$ cat src/hw/vic_pkg.sv
// Constants shared by the vectored interrupt controller
package vic_pkg;

    localparam int VIC_NSRC = 10;

    // Register indices on the special-function register port
    localparam logic [2:0] VIC_REG_REQ_LOW_A = 3'h0;
    localparam logic [2:0] VIC_REG_REQ_LOW_B = 3'h1;
    localparam logic [2:0] VIC_REG_REQ_HIGH = 3'h2;
    localparam logic [2:0] VIC_REG_MASK_LOW_A = 3'h3;
    localparam logic [2:0] VIC_REG_MASK_LOW_B = 3'h4;
    localparam logic [2:0] VIC_REG_MASK_HIGH = 3'h5;
    localparam int VIC_NREG = 6;
    localparam int VIC_MASK_BASE = 3;

    localparam logic [7:0] VIC_REQ_RESET = 8'h00;
    localparam logic [7:0] VIC_MASK_RESET = 8'hff;

    // Source order is the default priority: index 0 wins
    localparam int VIC_SRC_WDT = 0;
    localparam int VIC_SRC_PIN1 = 1;

    // Flag register index and bit position of each source
    localparam int VIC_SRC_REG [VIC_NSRC] = '{0, 0, 0, 0, 1, 1, 1, 2, 2, 2};
    localparam int VIC_SRC_BIT [VIC_NSRC] = '{0, 2, 3, 4, 2, 3, 4, 2, 3, 4};
    localparam int VIC_WDT_BIT = 0;

    localparam logic [15:0] VIC_VEC [VIC_NSRC] = '{
        16'h0004, 16'h0008, 16'h000a, 16'h000c, 16'h0018,
        16'h001a, 16'h001c, 16'h0028, 16'h002a, 16'h002c};
    localparam logic [15:0] VIC_VEC_NMI = 16'h0004;
    localparam logic [15:0] VIC_VEC_BRK = 16'h003e;

    // Least clocks from request to service start, per group
    localparam int VIC_MIN_CLK_HIGH = 7;
    localparam int VIC_MIN_CLK_LOW = 8;
    localparam logic [3:0] VIC_WAIT_HIGH = 4'(VIC_MIN_CLK_HIGH - 1);
    localparam logic [3:0] VIC_WAIT_LOW = 4'(VIC_MIN_CLK_LOW - 1);

    typedef enum logic [1:0] {
        VIC_ST_IDLE = 2'b00,
        VIC_ST_WAIT = 2'b01,
        VIC_ST_REQ = 2'b10
    } vic_state_t;

endpackage : vic_pkg

$ cat src/hw/vic_pin_edge.sv
// Synchronised edge detector for one external request pin
`timescale 1ns/1ps
module vic_pin_edge
(
    input wire logic ref_clk_in,
    input wire logic nrst_in,
    input wire logic pin_in,
    input wire logic rise_en_in,
    input wire logic fall_en_in,
    output logic edge_out
);

    logic meta_q;
    logic sync_q;
    logic prev_q;
    logic [2:0] arm_q;

    always_ff @(posedge ref_clk_in or negedge nrst_in)
    begin
        if (!nrst_in)
        begin
            meta_q <= 1'b0;
            sync_q <= 1'b0;
            prev_q <= 1'b0;
            arm_q <= 3'h0;
        end
        else
        begin
            meta_q <= pin_in;
            sync_q <= meta_q;
            prev_q <= sync_q;
            arm_q <= {arm_q[1:0], 1'b1};
        end
    end

    // Pad level includes the port driver, so output toggles also fire
    // Blind until prev holds the pad level, so a pin high at reset is no edge
    assign edge_out = arm_q[2] & ((rise_en_in & sync_q & ~prev_q) |
                      (fall_en_in & ~sync_q & prev_q));

endmodule : vic_pin_edge

$ cat src/hw/vic_controller.sv
// Vectored interrupt controller: flags, masks, arbitration, vectors
`timescale 1ns/1ps
module vic_controller
    import vic_pkg::*;
(
    input wire logic ref_clk_in,
    input wire logic nrst_in,
    input wire logic watchdog_overflow_irq_in,
    input wire logic wdt_mode1_in,
    input wire logic [2:0] pin_edge_irq_in,
    input wire logic [2:0] pin_rise_en_in,
    input wire logic [2:0] pin_fall_en_in,
    input wire logic serial_rx_error_irq_in,
    input wire logic serial_rx_done_irq_in,
    input wire logic three_wire_done_irq_in,
    input wire logic serial_tx_done_irq_in,
    input wire logic conversion_done_irq_in,
    input wire logic timer_a_match_irq_in,
    input wire logic timer_b_match_irq_in,
    input wire logic [VIC_NSRC-1:0] source_priority_flag_in,
    input wire logic global_irq_enable_in,
    input wire logic in_service_priority_in,
    input wire logic software_break_instr_in,
    input wire logic irq_ack_in,
    input wire logic nmi_return_in,
    input wire logic [2:0] reg_sel_in,
    input wire logic reg_wr_in,
    input wire logic reg_rd_in,
    input wire logic reg_word_in,
    input wire logic reg_bit_in,
    input wire logic [2:0] reg_bit_idx_in,
    input wire logic [15:0] reg_wdata_in,
    output logic [15:0] reg_rdata_out,
    output logic irq_req_out,
    output logic irq_nmi_out,
    output logic [15:0] vector_out,
    output logic accept_out,
    output logic ie_clear_out,
    output logic isp_load_out,
    output logic isp_value_out,
    output logic standby_release_out
);

    logic [7:0] flag_q [3];
    logic [7:0] mask_q [3];
    logic [7:0] wen [VIC_NREG];
    logic [7:0] wval [VIC_NREG];
    logic [7:0] hw_byte [3];
    logic [7:0] ack_byte [3];
    logic [VIC_NSRC-1:0] hw_src;
    logic [VIC_NSRC-1:0] src_flag;
    logic [VIC_NSRC-1:0] src_mask;
    logic [VIC_NSRC-1:0] acc;
    logic [VIC_NSRC-1:0] wake;
    logic [2:0] pin_edge;
    logic nmi_pend_q;
    logic nmi_busy_q;
    logic nmi_avail;
    logic nmi_set;
    vic_state_t state_q;
    vic_state_t state_d;
    logic [3:0] src_q;
    logic [3:0] src_d;
    logic [3:0] cnt_q;
    logic [3:0] cnt_d;
    logic nmi_q;
    logic nmi_d;
    logic win_valid;
    logic [3:0] win_src;
    logic ack_take;
    logic brk_take;
    logic [15:0] vector_q;
    logic accept_q;
    logic ie_clear_q;
    logic isp_load_q;
    logic isp_value_q;
    logic standby_q;
    logic [15:0] rdata_q;

    genvar gp;
    generate
        for (gp = 0; gp < 3; gp++)
        begin : g_pin
            vic_pin_edge u_edge
            (
                .ref_clk_in(ref_clk_in),
                .nrst_in(nrst_in),
                .pin_in(pin_edge_irq_in[gp]),
                .rise_en_in(pin_rise_en_in[gp]),
                .fall_en_in(pin_fall_en_in[gp]),
                .edge_out(pin_edge[gp])
            );
        end
    endgenerate

    // Overflow goes to exactly one path depending on watchdog mode
    assign nmi_set = watchdog_overflow_irq_in & wdt_mode1_in;
    assign hw_src = {timer_b_match_irq_in, timer_a_match_irq_in,
                     conversion_done_irq_in,
                     serial_tx_done_irq_in,
                     serial_rx_done_irq_in | three_wire_done_irq_in,
                     serial_rx_error_irq_in,
                     pin_edge,
                     watchdog_overflow_irq_in & ~wdt_mode1_in};

    genvar gs;
    generate
        for (gs = 0; gs < VIC_NSRC; gs++)
        begin : g_src
            localparam int R = VIC_SRC_REG[gs];
            localparam int B = VIC_SRC_BIT[gs];
            assign src_flag[gs] = flag_q[R][B];
            assign src_mask[gs] = mask_q[R][B];
            assign wake[gs] = src_flag[gs] & ~src_mask[gs] &
                              ~(gs == VIC_SRC_WDT && wdt_mode1_in);
            assign acc[gs] = wake[gs] & global_irq_enable_in &
                             (~source_priority_flag_in[gs] |
                              in_service_priority_in);
        end
    endgenerate

    // Register write decode: byte, bit, or low pair as one word
    always_comb
    begin
        for (int r = 0; r < VIC_NREG; r++)
        begin
            wen[r] = 8'h00;
            wval[r] = 8'h00;
        end
        if (reg_wr_in && int'(reg_sel_in) < VIC_NREG)
        begin
            if (reg_bit_in)
            begin
                wen[reg_sel_in] = 8'h01 << reg_bit_idx_in;
                wval[reg_sel_in] = {8{reg_wdata_in[0]}};
            end
            else
            begin
                wen[reg_sel_in] = 8'hff;
                wval[reg_sel_in] = reg_wdata_in[7:0];
                if (reg_word_in && (reg_sel_in == VIC_REG_REQ_LOW_A ||
                    reg_sel_in == VIC_REG_MASK_LOW_A))
                begin
                    wen[reg_sel_in + 3'h1] = 8'hff;
                    wval[reg_sel_in + 3'h1] = reg_wdata_in[15:8];
                end
            end
        end
        // Watchdog request bit is frozen while the watchdog is an NMI
        if (wdt_mode1_in)
        begin
            wen[VIC_REG_REQ_LOW_A][VIC_WDT_BIT] = 1'b0;
        end
    end

    // Hardware sets and acknowledge clears, spread onto flag bytes
    always_comb
    begin
        for (int r = 0; r < 3; r++)
        begin
            hw_byte[r] = 8'h00;
            ack_byte[r] = 8'h00;
        end
        for (int i = 0; i < VIC_NSRC; i++)
        begin
            hw_byte[VIC_SRC_REG[i]][VIC_SRC_BIT[i]] = hw_src[i];
            ack_byte[VIC_SRC_REG[i]][VIC_SRC_BIT[i]] =
                ack_take & ~nmi_q & (int'(src_q) == i);
        end
    end

    always_ff @(posedge ref_clk_in or negedge nrst_in)
    begin
        if (!nrst_in)
        begin
            for (int r = 0; r < 3; r++)
            begin
                flag_q[r] <= VIC_REQ_RESET;
            end
        end
        else
        begin
            for (int r = 0; r < 3; r++)
            begin
                flag_q[r] <= (((flag_q[r] & ~wen[r]) | (wval[r] & wen[r]))
                              & ~ack_byte[r]) | hw_byte[r];
            end
        end
    end

    always_ff @(posedge ref_clk_in or negedge nrst_in)
    begin
        if (!nrst_in)
        begin
            for (int r = 0; r < 3; r++)
            begin
                mask_q[r] <= VIC_MASK_RESET;
            end
        end
        else
        begin
            for (int r = 0; r < 3; r++)
            begin
                mask_q[r] <= (mask_q[r] & ~wen[r + VIC_MASK_BASE]) |
                    (wval[r + VIC_MASK_BASE] & wen[r + VIC_MASK_BASE]);
            end
        end
    end

    // Non-maskable: one extra request is remembered during its service
    assign nmi_avail = nmi_pend_q & ~nmi_busy_q;

    always_ff @(posedge ref_clk_in or negedge nrst_in)
    begin
        if (!nrst_in)
        begin
            nmi_pend_q <= 1'b0;
            nmi_busy_q <= 1'b0;
        end
        else
        begin
            if (nmi_set)
            begin
                nmi_pend_q <= 1'b1;
            end
            else if (ack_take && nmi_q)
            begin
                nmi_pend_q <= 1'b0;
            end
            if (ack_take && nmi_q)
            begin
                nmi_busy_q <= 1'b1;
            end
            else if (nmi_return_in)
            begin
                nmi_busy_q <= 1'b0;
            end
        end
    end

    // High group first, then lowest index within the group
    always_comb
    begin
        win_valid = 1'b0;
        win_src = 4'h0;
        for (int i = VIC_NSRC - 1; i >= 0; i--)
        begin
            if (acc[i] && source_priority_flag_in[i])
            begin
                win_valid = 1'b1;
                win_src = 4'(i);
            end
        end
        for (int i = VIC_NSRC - 1; i >= 0; i--)
        begin
            if (acc[i] && !source_priority_flag_in[i])
            begin
                win_valid = 1'b1;
                win_src = 4'(i);
            end
        end
    end

    // A break is instruction-driven; it preempts an ack in the same cycle
    assign brk_take = software_break_instr_in;
    assign ack_take = (state_q == VIC_ST_REQ) & irq_ack_in & ~brk_take;

    always_comb
    begin
        state_d = state_q;
        src_d = src_q;
        cnt_d = cnt_q;
        nmi_d = nmi_q;
        unique case (state_q)
            VIC_ST_IDLE:
            begin
                if (nmi_avail)
                begin
                    state_d = VIC_ST_REQ;
                    nmi_d = 1'b1;
                end
                else if (win_valid)
                begin
                    state_d = VIC_ST_WAIT;
                    src_d = win_src;
                    nmi_d = 1'b0;
                    cnt_d = source_priority_flag_in[win_src] ?
                            VIC_WAIT_LOW : VIC_WAIT_HIGH;
                end
            end
            VIC_ST_WAIT:
            begin
                if (nmi_avail)
                begin
                    state_d = VIC_ST_REQ;
                    nmi_d = 1'b1;
                end
                else if (!acc[src_q])
                begin
                    state_d = VIC_ST_IDLE;
                end
                else if (cnt_q == 4'h1)
                begin
                    state_d = VIC_ST_REQ;
                end
                else
                begin
                    cnt_d = cnt_q - 4'h1;
                end
            end
            VIC_ST_REQ:
            begin
                if (ack_take)
                begin
                    state_d = VIC_ST_IDLE;
                end
                else if (!nmi_q && nmi_avail)
                begin
                    nmi_d = 1'b1;
                end
                else if (!nmi_q && !acc[src_q])
                begin
                    state_d = VIC_ST_IDLE;
                end
            end
            default:
            begin
                state_d = VIC_ST_IDLE;
            end
        endcase
    end

    always_ff @(posedge ref_clk_in or negedge nrst_in)
    begin
        if (!nrst_in)
        begin
            state_q <= VIC_ST_IDLE;
            src_q <= 4'h0;
            cnt_q <= 4'h0;
            nmi_q <= 1'b0;
        end
        else
        begin
            state_q <= state_d;
            src_q <= src_d;
            cnt_q <= cnt_d;
            nmi_q <= nmi_d;
        end
    end

    // Vector holds through the accept pulse so the core can load it
    always_ff @(posedge ref_clk_in or negedge nrst_in)
    begin
        if (!nrst_in)
        begin
            vector_q <= 16'h0000;
        end
        else if (brk_take)
        begin
            vector_q <= VIC_VEC_BRK;
        end
        else if (!ack_take && state_d == VIC_ST_REQ)
        begin
            vector_q <= nmi_d ? VIC_VEC_NMI : VIC_VEC[src_d];
        end
    end

    always_ff @(posedge ref_clk_in or negedge nrst_in)
    begin
        if (!nrst_in)
        begin
            accept_q <= 1'b0;
            ie_clear_q <= 1'b0;
            isp_load_q <= 1'b0;
            isp_value_q <= 1'b1;
        end
        else
        begin
            accept_q <= ack_take | brk_take;
            ie_clear_q <= ack_take | brk_take;
            isp_load_q <= ack_take;
            if (ack_take)
            begin
                // NMI service forces the high-priority in-service state
                isp_value_q <= nmi_q ? 1'b0 :
                               source_priority_flag_in[src_q];
            end
        end
    end

    always_ff @(posedge ref_clk_in or negedge nrst_in)
    begin
        if (!nrst_in)
        begin
            standby_q <= 1'b0;
        end
        else
        begin
            standby_q <= nmi_pend_q | (|wake);
        end
    end

    // Read data is registered; watchdog request bit reads as 0 in mode 1
    always_ff @(posedge ref_clk_in or negedge nrst_in)
    begin
        if (!nrst_in)
        begin
            rdata_q <= 16'h0000;
        end
        else if (reg_rd_in)
        begin
            rdata_q <= 16'h0000;
            if (reg_sel_in < VIC_REG_MASK_LOW_A)
            begin
                rdata_q[7:0] <= flag_q[reg_sel_in[1:0]];
                if (reg_sel_in == VIC_REG_REQ_LOW_A)
                begin
                    rdata_q[VIC_WDT_BIT] <= flag_q[0][VIC_WDT_BIT] &
                                            ~wdt_mode1_in;
                    if (reg_word_in)
                    begin
                        rdata_q[15:8] <= flag_q[1];
                    end
                end
            end
            else if (reg_sel_in <= VIC_REG_MASK_HIGH)
            begin
                rdata_q[7:0] <= mask_q[2'(reg_sel_in - 3'h3)];
                if (reg_sel_in == VIC_REG_MASK_LOW_A && reg_word_in)
                begin
                    rdata_q[15:8] <= mask_q[1];
                end
            end
        end
    end

    assign reg_rdata_out = rdata_q;
    assign irq_req_out = (state_q == VIC_ST_REQ);
    assign irq_nmi_out = nmi_q & (state_q == VIC_ST_REQ);
    assign vector_out = vector_q;
    assign accept_out = accept_q;
    assign ie_clear_out = ie_clear_q;
    assign isp_load_out = isp_load_q;
    assign isp_value_out = isp_value_q;
    assign standby_release_out = standby_q;

endmodule : vic_controller

$ cat config.mk
export PLATFORM = sky130hd
export DESIGN_NAME = vic_controller
export DESIGN_NICKNAME = d
export VERILOG_FILES = /design/src/hw/vic_pkg.sv /design/src/hw/vic_pin_edge.sv /design/src/hw/vic_controller.sv
export SDC_FILE = /design/constraint.sdc
export NUM_CORES = 1
export LEC_CHECK = 0
export CAP_MARGIN = 20
export CORE_MARGIN = 8
export CORE_UTILIZATION = 40
export CTS_BUF_LIST = sky130_fd_sc_hd__clkbuf_8
export DETAILED_ROUTE_END_ITERATION = 8
export DONT_BUFFER_PORTS = 1
export PLACE_DENSITY = 0.65
export SLEW_MARGIN = 20
export SYNTH_ARGS = -nofsm -noshare
export SYNTH_HDL_FRONTEND = slang
export SYNTH_SLANG_ARGS = --single-unit
$ cat constraint.sdc
create_clock -name ref_clk_in -period 5.2 [get_ports ref_clk_in]
set_input_delay 0 -clock ref_clk_in [delete_from_list [all_inputs] [get_ports ref_clk_in]]
set_output_delay 0 -clock ref_clk_in [all_outputs]
set_load 0.01 [all_outputs]
-- Word-level counts from Yosys, hierarchy flattened
Memory sizes are Yosys's and may differ from the RTL's.
Index checks and enable logic that the tools add are counted.
- add/subtract/negate cells: 3
- bitwise logic cells: 152
- multiply operators: 0
- eq/ne operators: 19
- shift-type cells: 1
- mux-type cells: 105
- magnitude comparators: 12
- divide/modulo/power cells: 0
- reduce and logical (&&, ||, !) cells: 52
- operators with widths (operator ; count):
    $mux 48 ; 6
    $and 48x48->48 ; 3
    $and 8x8->8 ; 15
    $mux 16 ; 7
    $mux 4 ; 28
    $mux 8 ; 9
    $and 1x1->1 ; 64
    $bwmux 48 ; 1
    $demux 8 s3 ; 2
    $not 8->8 ; 6
    $or 48x48->48 ; 1
    $or 8x8->8 ; 6
    $mux 1 ; 36
    $bmux 8 s2 ; 2
    $not 1->1 ; 30
    $logic_and 1x1->1 ; 29
    $eq 4x4->1 const B ; 6
    $not 5->8 ; 3
    $or 8x5->8 ; 3
    $mux 2 ; 8
    $or 1x1->1 ; 16
    $logic_not 1->1 ; 13
    $bmux 1 s4 ; 3
    $lt 4x5->1 const B ; 2
    other kinds (31) ; 45
- ROM bits: 256
- word-level logic and storage cells: 375
- memories: 1
- bits of input ports: 61
- latch bits: 0
- RAM bits: 0
- output and inout bits: 39
- register bits: 115
- memories (name ; depth ; bits a word ; read ports ; clocked after memory_dff ; wr ports ; line ; source):
    (name not given) ; 16 ; 16 ; 1 ; 0 ; 0 ; vic_controller.sv:364 ; vector_q <= nmi_d ? VIC_VEC_NMI : VIC_VEC[src_d];

-- Logic depth before layout (Yosys ltp)
- depth after elaboration: 35
- depth in mapped cells: 13
- gate-level depth less buffers: 11

-- By module
From an unflattened synthesis, not the netlist that was laid out.
- cells, all modules: 815
- area total of the unflattened synthesis: 7058.0 um2
- modules (own cells, without submodules) (module ; seq. area each (um2) ; times used ; cells each ; area each (um2)):
    vic_controller ; 2183.3 ; 1 ; 785 ; 6532.5
    vic_pin_edge ; 150.1 ; 3 ; 10 ; 175.2

-- Worst setup path after synthesis
OpenSTA, ideal clock, no wires.
- path type: register -> register
- start point: reg (tool-made name)
- end point: reg vector_q[4], in the netlist vector_out[4]
- data required time: 5.135 ns
- clock period less this slack: 2.965 ns
- path buffers: 1
- cell stages (with the launch flop): 12
- setup time: 0.065 ns
- slack: 2.235 ns
- data arrival time: 2.900 ns
- cell sequence: dfstp_2 -> and3b_1 -> o21ai_0 -> or3b_1 -> o31a_1 -> buf_4 -> mux2i_1 -> inv_1 -> ha_1 -> or3_1 -> nor3_1 -> a211o_1
- RTL lines (element ; line ; source):
    end signal, assigned ; vic_controller.sv:364 ;
    end, declared ; vic_controller.sv:72 ; logic [15:0] vector_q;

==> results.yml <==
global_routing:
  antenna_found_initial: 0
  grt_use_total_pct: 21.8
  grt_start_max_net_pins: 99
  grt_pass1_wl_microns: 37500
  grt_pass1_vias: 6387
  grt.overflow.total: 0
finish:
  multi_input_area_sq_um: 4140
  final_nets: 913
  fin_area_sq_um: 7930
  area_delta_synth_final_pct: 15.0
  fin_cells: 1070
  seqCellArea_sq_um: 2480
  layout-drive-gt1-share_pct: 9.82
  fillers: 1680
  antenna_cells: 0
status:
  outcome: "finished clean"
synth:
  synth.largest_area_cell: "dfrtp_1"
  yosysSeqAreaShare_pct: 36.0
  yosysWarnings: 0
  yosys-top-cells-count: "a21oi_1 (88), nand2_1 (88), dfrtp_1 (73)"
  synth_edf_count: 0
  synth_cells: 804
  ys_ff_latch: 98
  syn_area_per_cell_sq_um: 8.58
  ys_async_sr_fraction_pct: 100
  post_synth_num_cell_types: 69
  yosys-top-cells-area: "dfrtp_1 (26%), dfstp_2 (9.5%), a22oi_1 (7.1%), a21oi_1 (6.4%), nand2_1 (4.8%)"
  netlist.area_leader.share_pct: 26.5
  synth_ff_type: "dfrtp_1"
  syn_area_sq_um: 6900
clock_network:
  cts_tree: "done"
  clockRootBuffer: "clkbuf_8"
  clock_path_buffers: 2
  ctsHtreeMaxLevel: 3
  cts-buffers-inserted: 9
  clkTransAtPathRegs_ns: 0.11
  clock_latency_ns: 0.40
  clkSinkCount: 98
placed_design:
  dpl_cell_area_sq_um: 7080
  place_inst: 993
  dpl.hpwl_microns: 16400
  portBuffers: 0
  gp_congestion: 0.938
power:
  p_comb_share_pct: 34.1
  clkPwrFrac_pct: 21.6
  p_per_area_nw_per_um2: 324
  p_total_mw: 2.57
  p_switching_mw: 1.01
  swShare_pct: 39.3
  leakage_nw: 2.90
  vdd_ir_drop_max_mv: 0.192
  internal-power_mw: 1.56
  seqPwrFrac_pct: 44.3
sta:
  fin_worst_skew_ns: 0.0156
  hold_viol: 0
  fin_setup_tns_ns: 0
  layout_worst_path_cycle_share_pct: 64.0
  hold_ws_ns: 0.00728
  maxSlewViolCount: 0
  fmax_ghz: 0.300
  fin_crit_ns: 3.33
  rsz0062_at_grt: "no"
  setup_violations: 0
  slew_headroom_pct: 22.4
  worstMarginPinSlew_ns: 1.16
drt:
  wl_microns: 24100
  vias: 6722
  drcViolationCount: 0
  routedWlPerCell_microns: 22.5
  vias_per_cell: 6.28
  antenna_left: 0
  dr.pass1.iters: 5
  drt_iter0_drc: 872
setup_path:
  path_max_fanout: 9
  cp_slowest_cell: "dfstp_2"
  critPathKind: "flop to flop"
  path_cells: "and3b_1 > o21ai_0 > or3b_1 > o31a_1 > mux2i_1 > inv_1 > ha_1 > or3_1 > nor3_1 > a211o_1"
  required_ns: 5.53
  endpoint_kind: "flop"
  start_kind: "flop"
  arrival_ns: 3.66
  slowest_delay_ns: 0.59
min_path:
  min_path_type: "primary input to flop"
die:
  io_pins: 100
  initial_core_util_pct: 40.4
  core-area_sq_um: 17100
  die_w_microns: 147
  dieArea_sq_um: 21700
  rows: 48
  die_h_microns: 147
run:
  maxCapViolations: 0
## final timing paths
kind / start / to / slack, ns / cells past startpoint
worst max-delay path: flop / vector_out[4] / 1.87 / 10
worst min-delay path: reg_wdata_in[10] / flag_q[18] / 0.007 / 3
worst max register to register: flop / vector_out[4] / 1.87 / 10
worst min register to register: g_pin[2].u_edge.arm_q[0] / g_pin[1].u_edge.arm_q[1] / 0.36 / 0
max in group asynchronous: nrst_in / asynchronous set/reset pin / 4.57 / 2
min in group asynchronous: nrst_in / nmi_q / 0.17 / 2
## cell usage in the layout (no fill, tap or decap), types with 5 or more instances in the layout
cell            n
nand2_1        88
a21oi_1        88
dfrtp_1        73
a22oi_1        65
dlygate4sd3_1  58
nor2_1         49
o21ai_0        39
o211ai_1       34
o21a_1         26
dfstp_2        25
mux2i_1        24
nor2b_1        19
inv_1          17
nand2b_1       14
buf_4          14
ha_1           12
conb_1         12
and3b_1        10
nor4bb_1       10
o31ai_1        10
nor3_1         10
clkbuf_8       10
o22ai_1         9
mux2_2          7
a31oi_1         6
nand3_1         6
nor3b_1         6
nor3_2          6
and2_1          5
nand3b_1        5
and3_1          5
a21o_1          5
## layer usage
metal | track usage, % | share of wire [%] | vias up
met2 | 31.3 | 43 | 382
li1 | - | - | 3064
met3 | 4.89 | 11 | 42
met1 | 31.8 | 44 | 3234
met4 | 6.43 | 1.8 | 0
met5 | 0 | 0 | -
## kinds of logic after synthesis
family	Yosys count	synth area share (%)
flops	98	36.0
mux	35	5.77
simple gates	252	19.4
fa+ha+maj	12	2.18
buf+inv	79	5.13
compound gates	324	31.2
other cells	2	0.109
xor+xnor	2	0.254
## power groups by stage
stage               Sequential [mW]  Combinational (mW)  Clock, mW
floorplan                      1.06               0.679          0
global placement               1.14               0.768          0
detailed placement             1.15               0.776          0
CTS                            1.13               0.863      0.564
global route                   1.16               0.961      0.592
finish                         1.14               0.877      0.555
## through the flow
step           utilization [%]  setup WS, ns
2_1_floorplan                -          2.23
4_1_cts                   46.5          1.91
6_report                  46.5          1.87
5_1_grt                   46.5          1.68
3_3_place_gp              41.5          2.01
3_5_place_dp              41.5          1.95
## repair_timing
item                       in CTS  in global routing
setup endpoints to repair       0                  0
hold endpoints to repair      175                  0
hold buffers                   61                  0
gates resized for setup         0                  0
setup buffers                   0                  0
## critical path: cells and delay by family (launching register included)
kind            cells  cell delay (ns)
flops               1             0.59
buf+inv             1             0.16
compound gates      3             0.79
mux                 1             0.37
fa+ha+maj           1             0.22
simple gates        4             1.12
## layout make-up
class	instances	share of cell area, %
clock buffer	10	1.74
clock inverter	6	0.915
inverter	19	0.900
multi-input combinational	637	52.2
sequential	98	31.3
tap	225	3.55
timing repair buffer	75	9.41
Note: power is estimated with default switching activity, not from simulation.
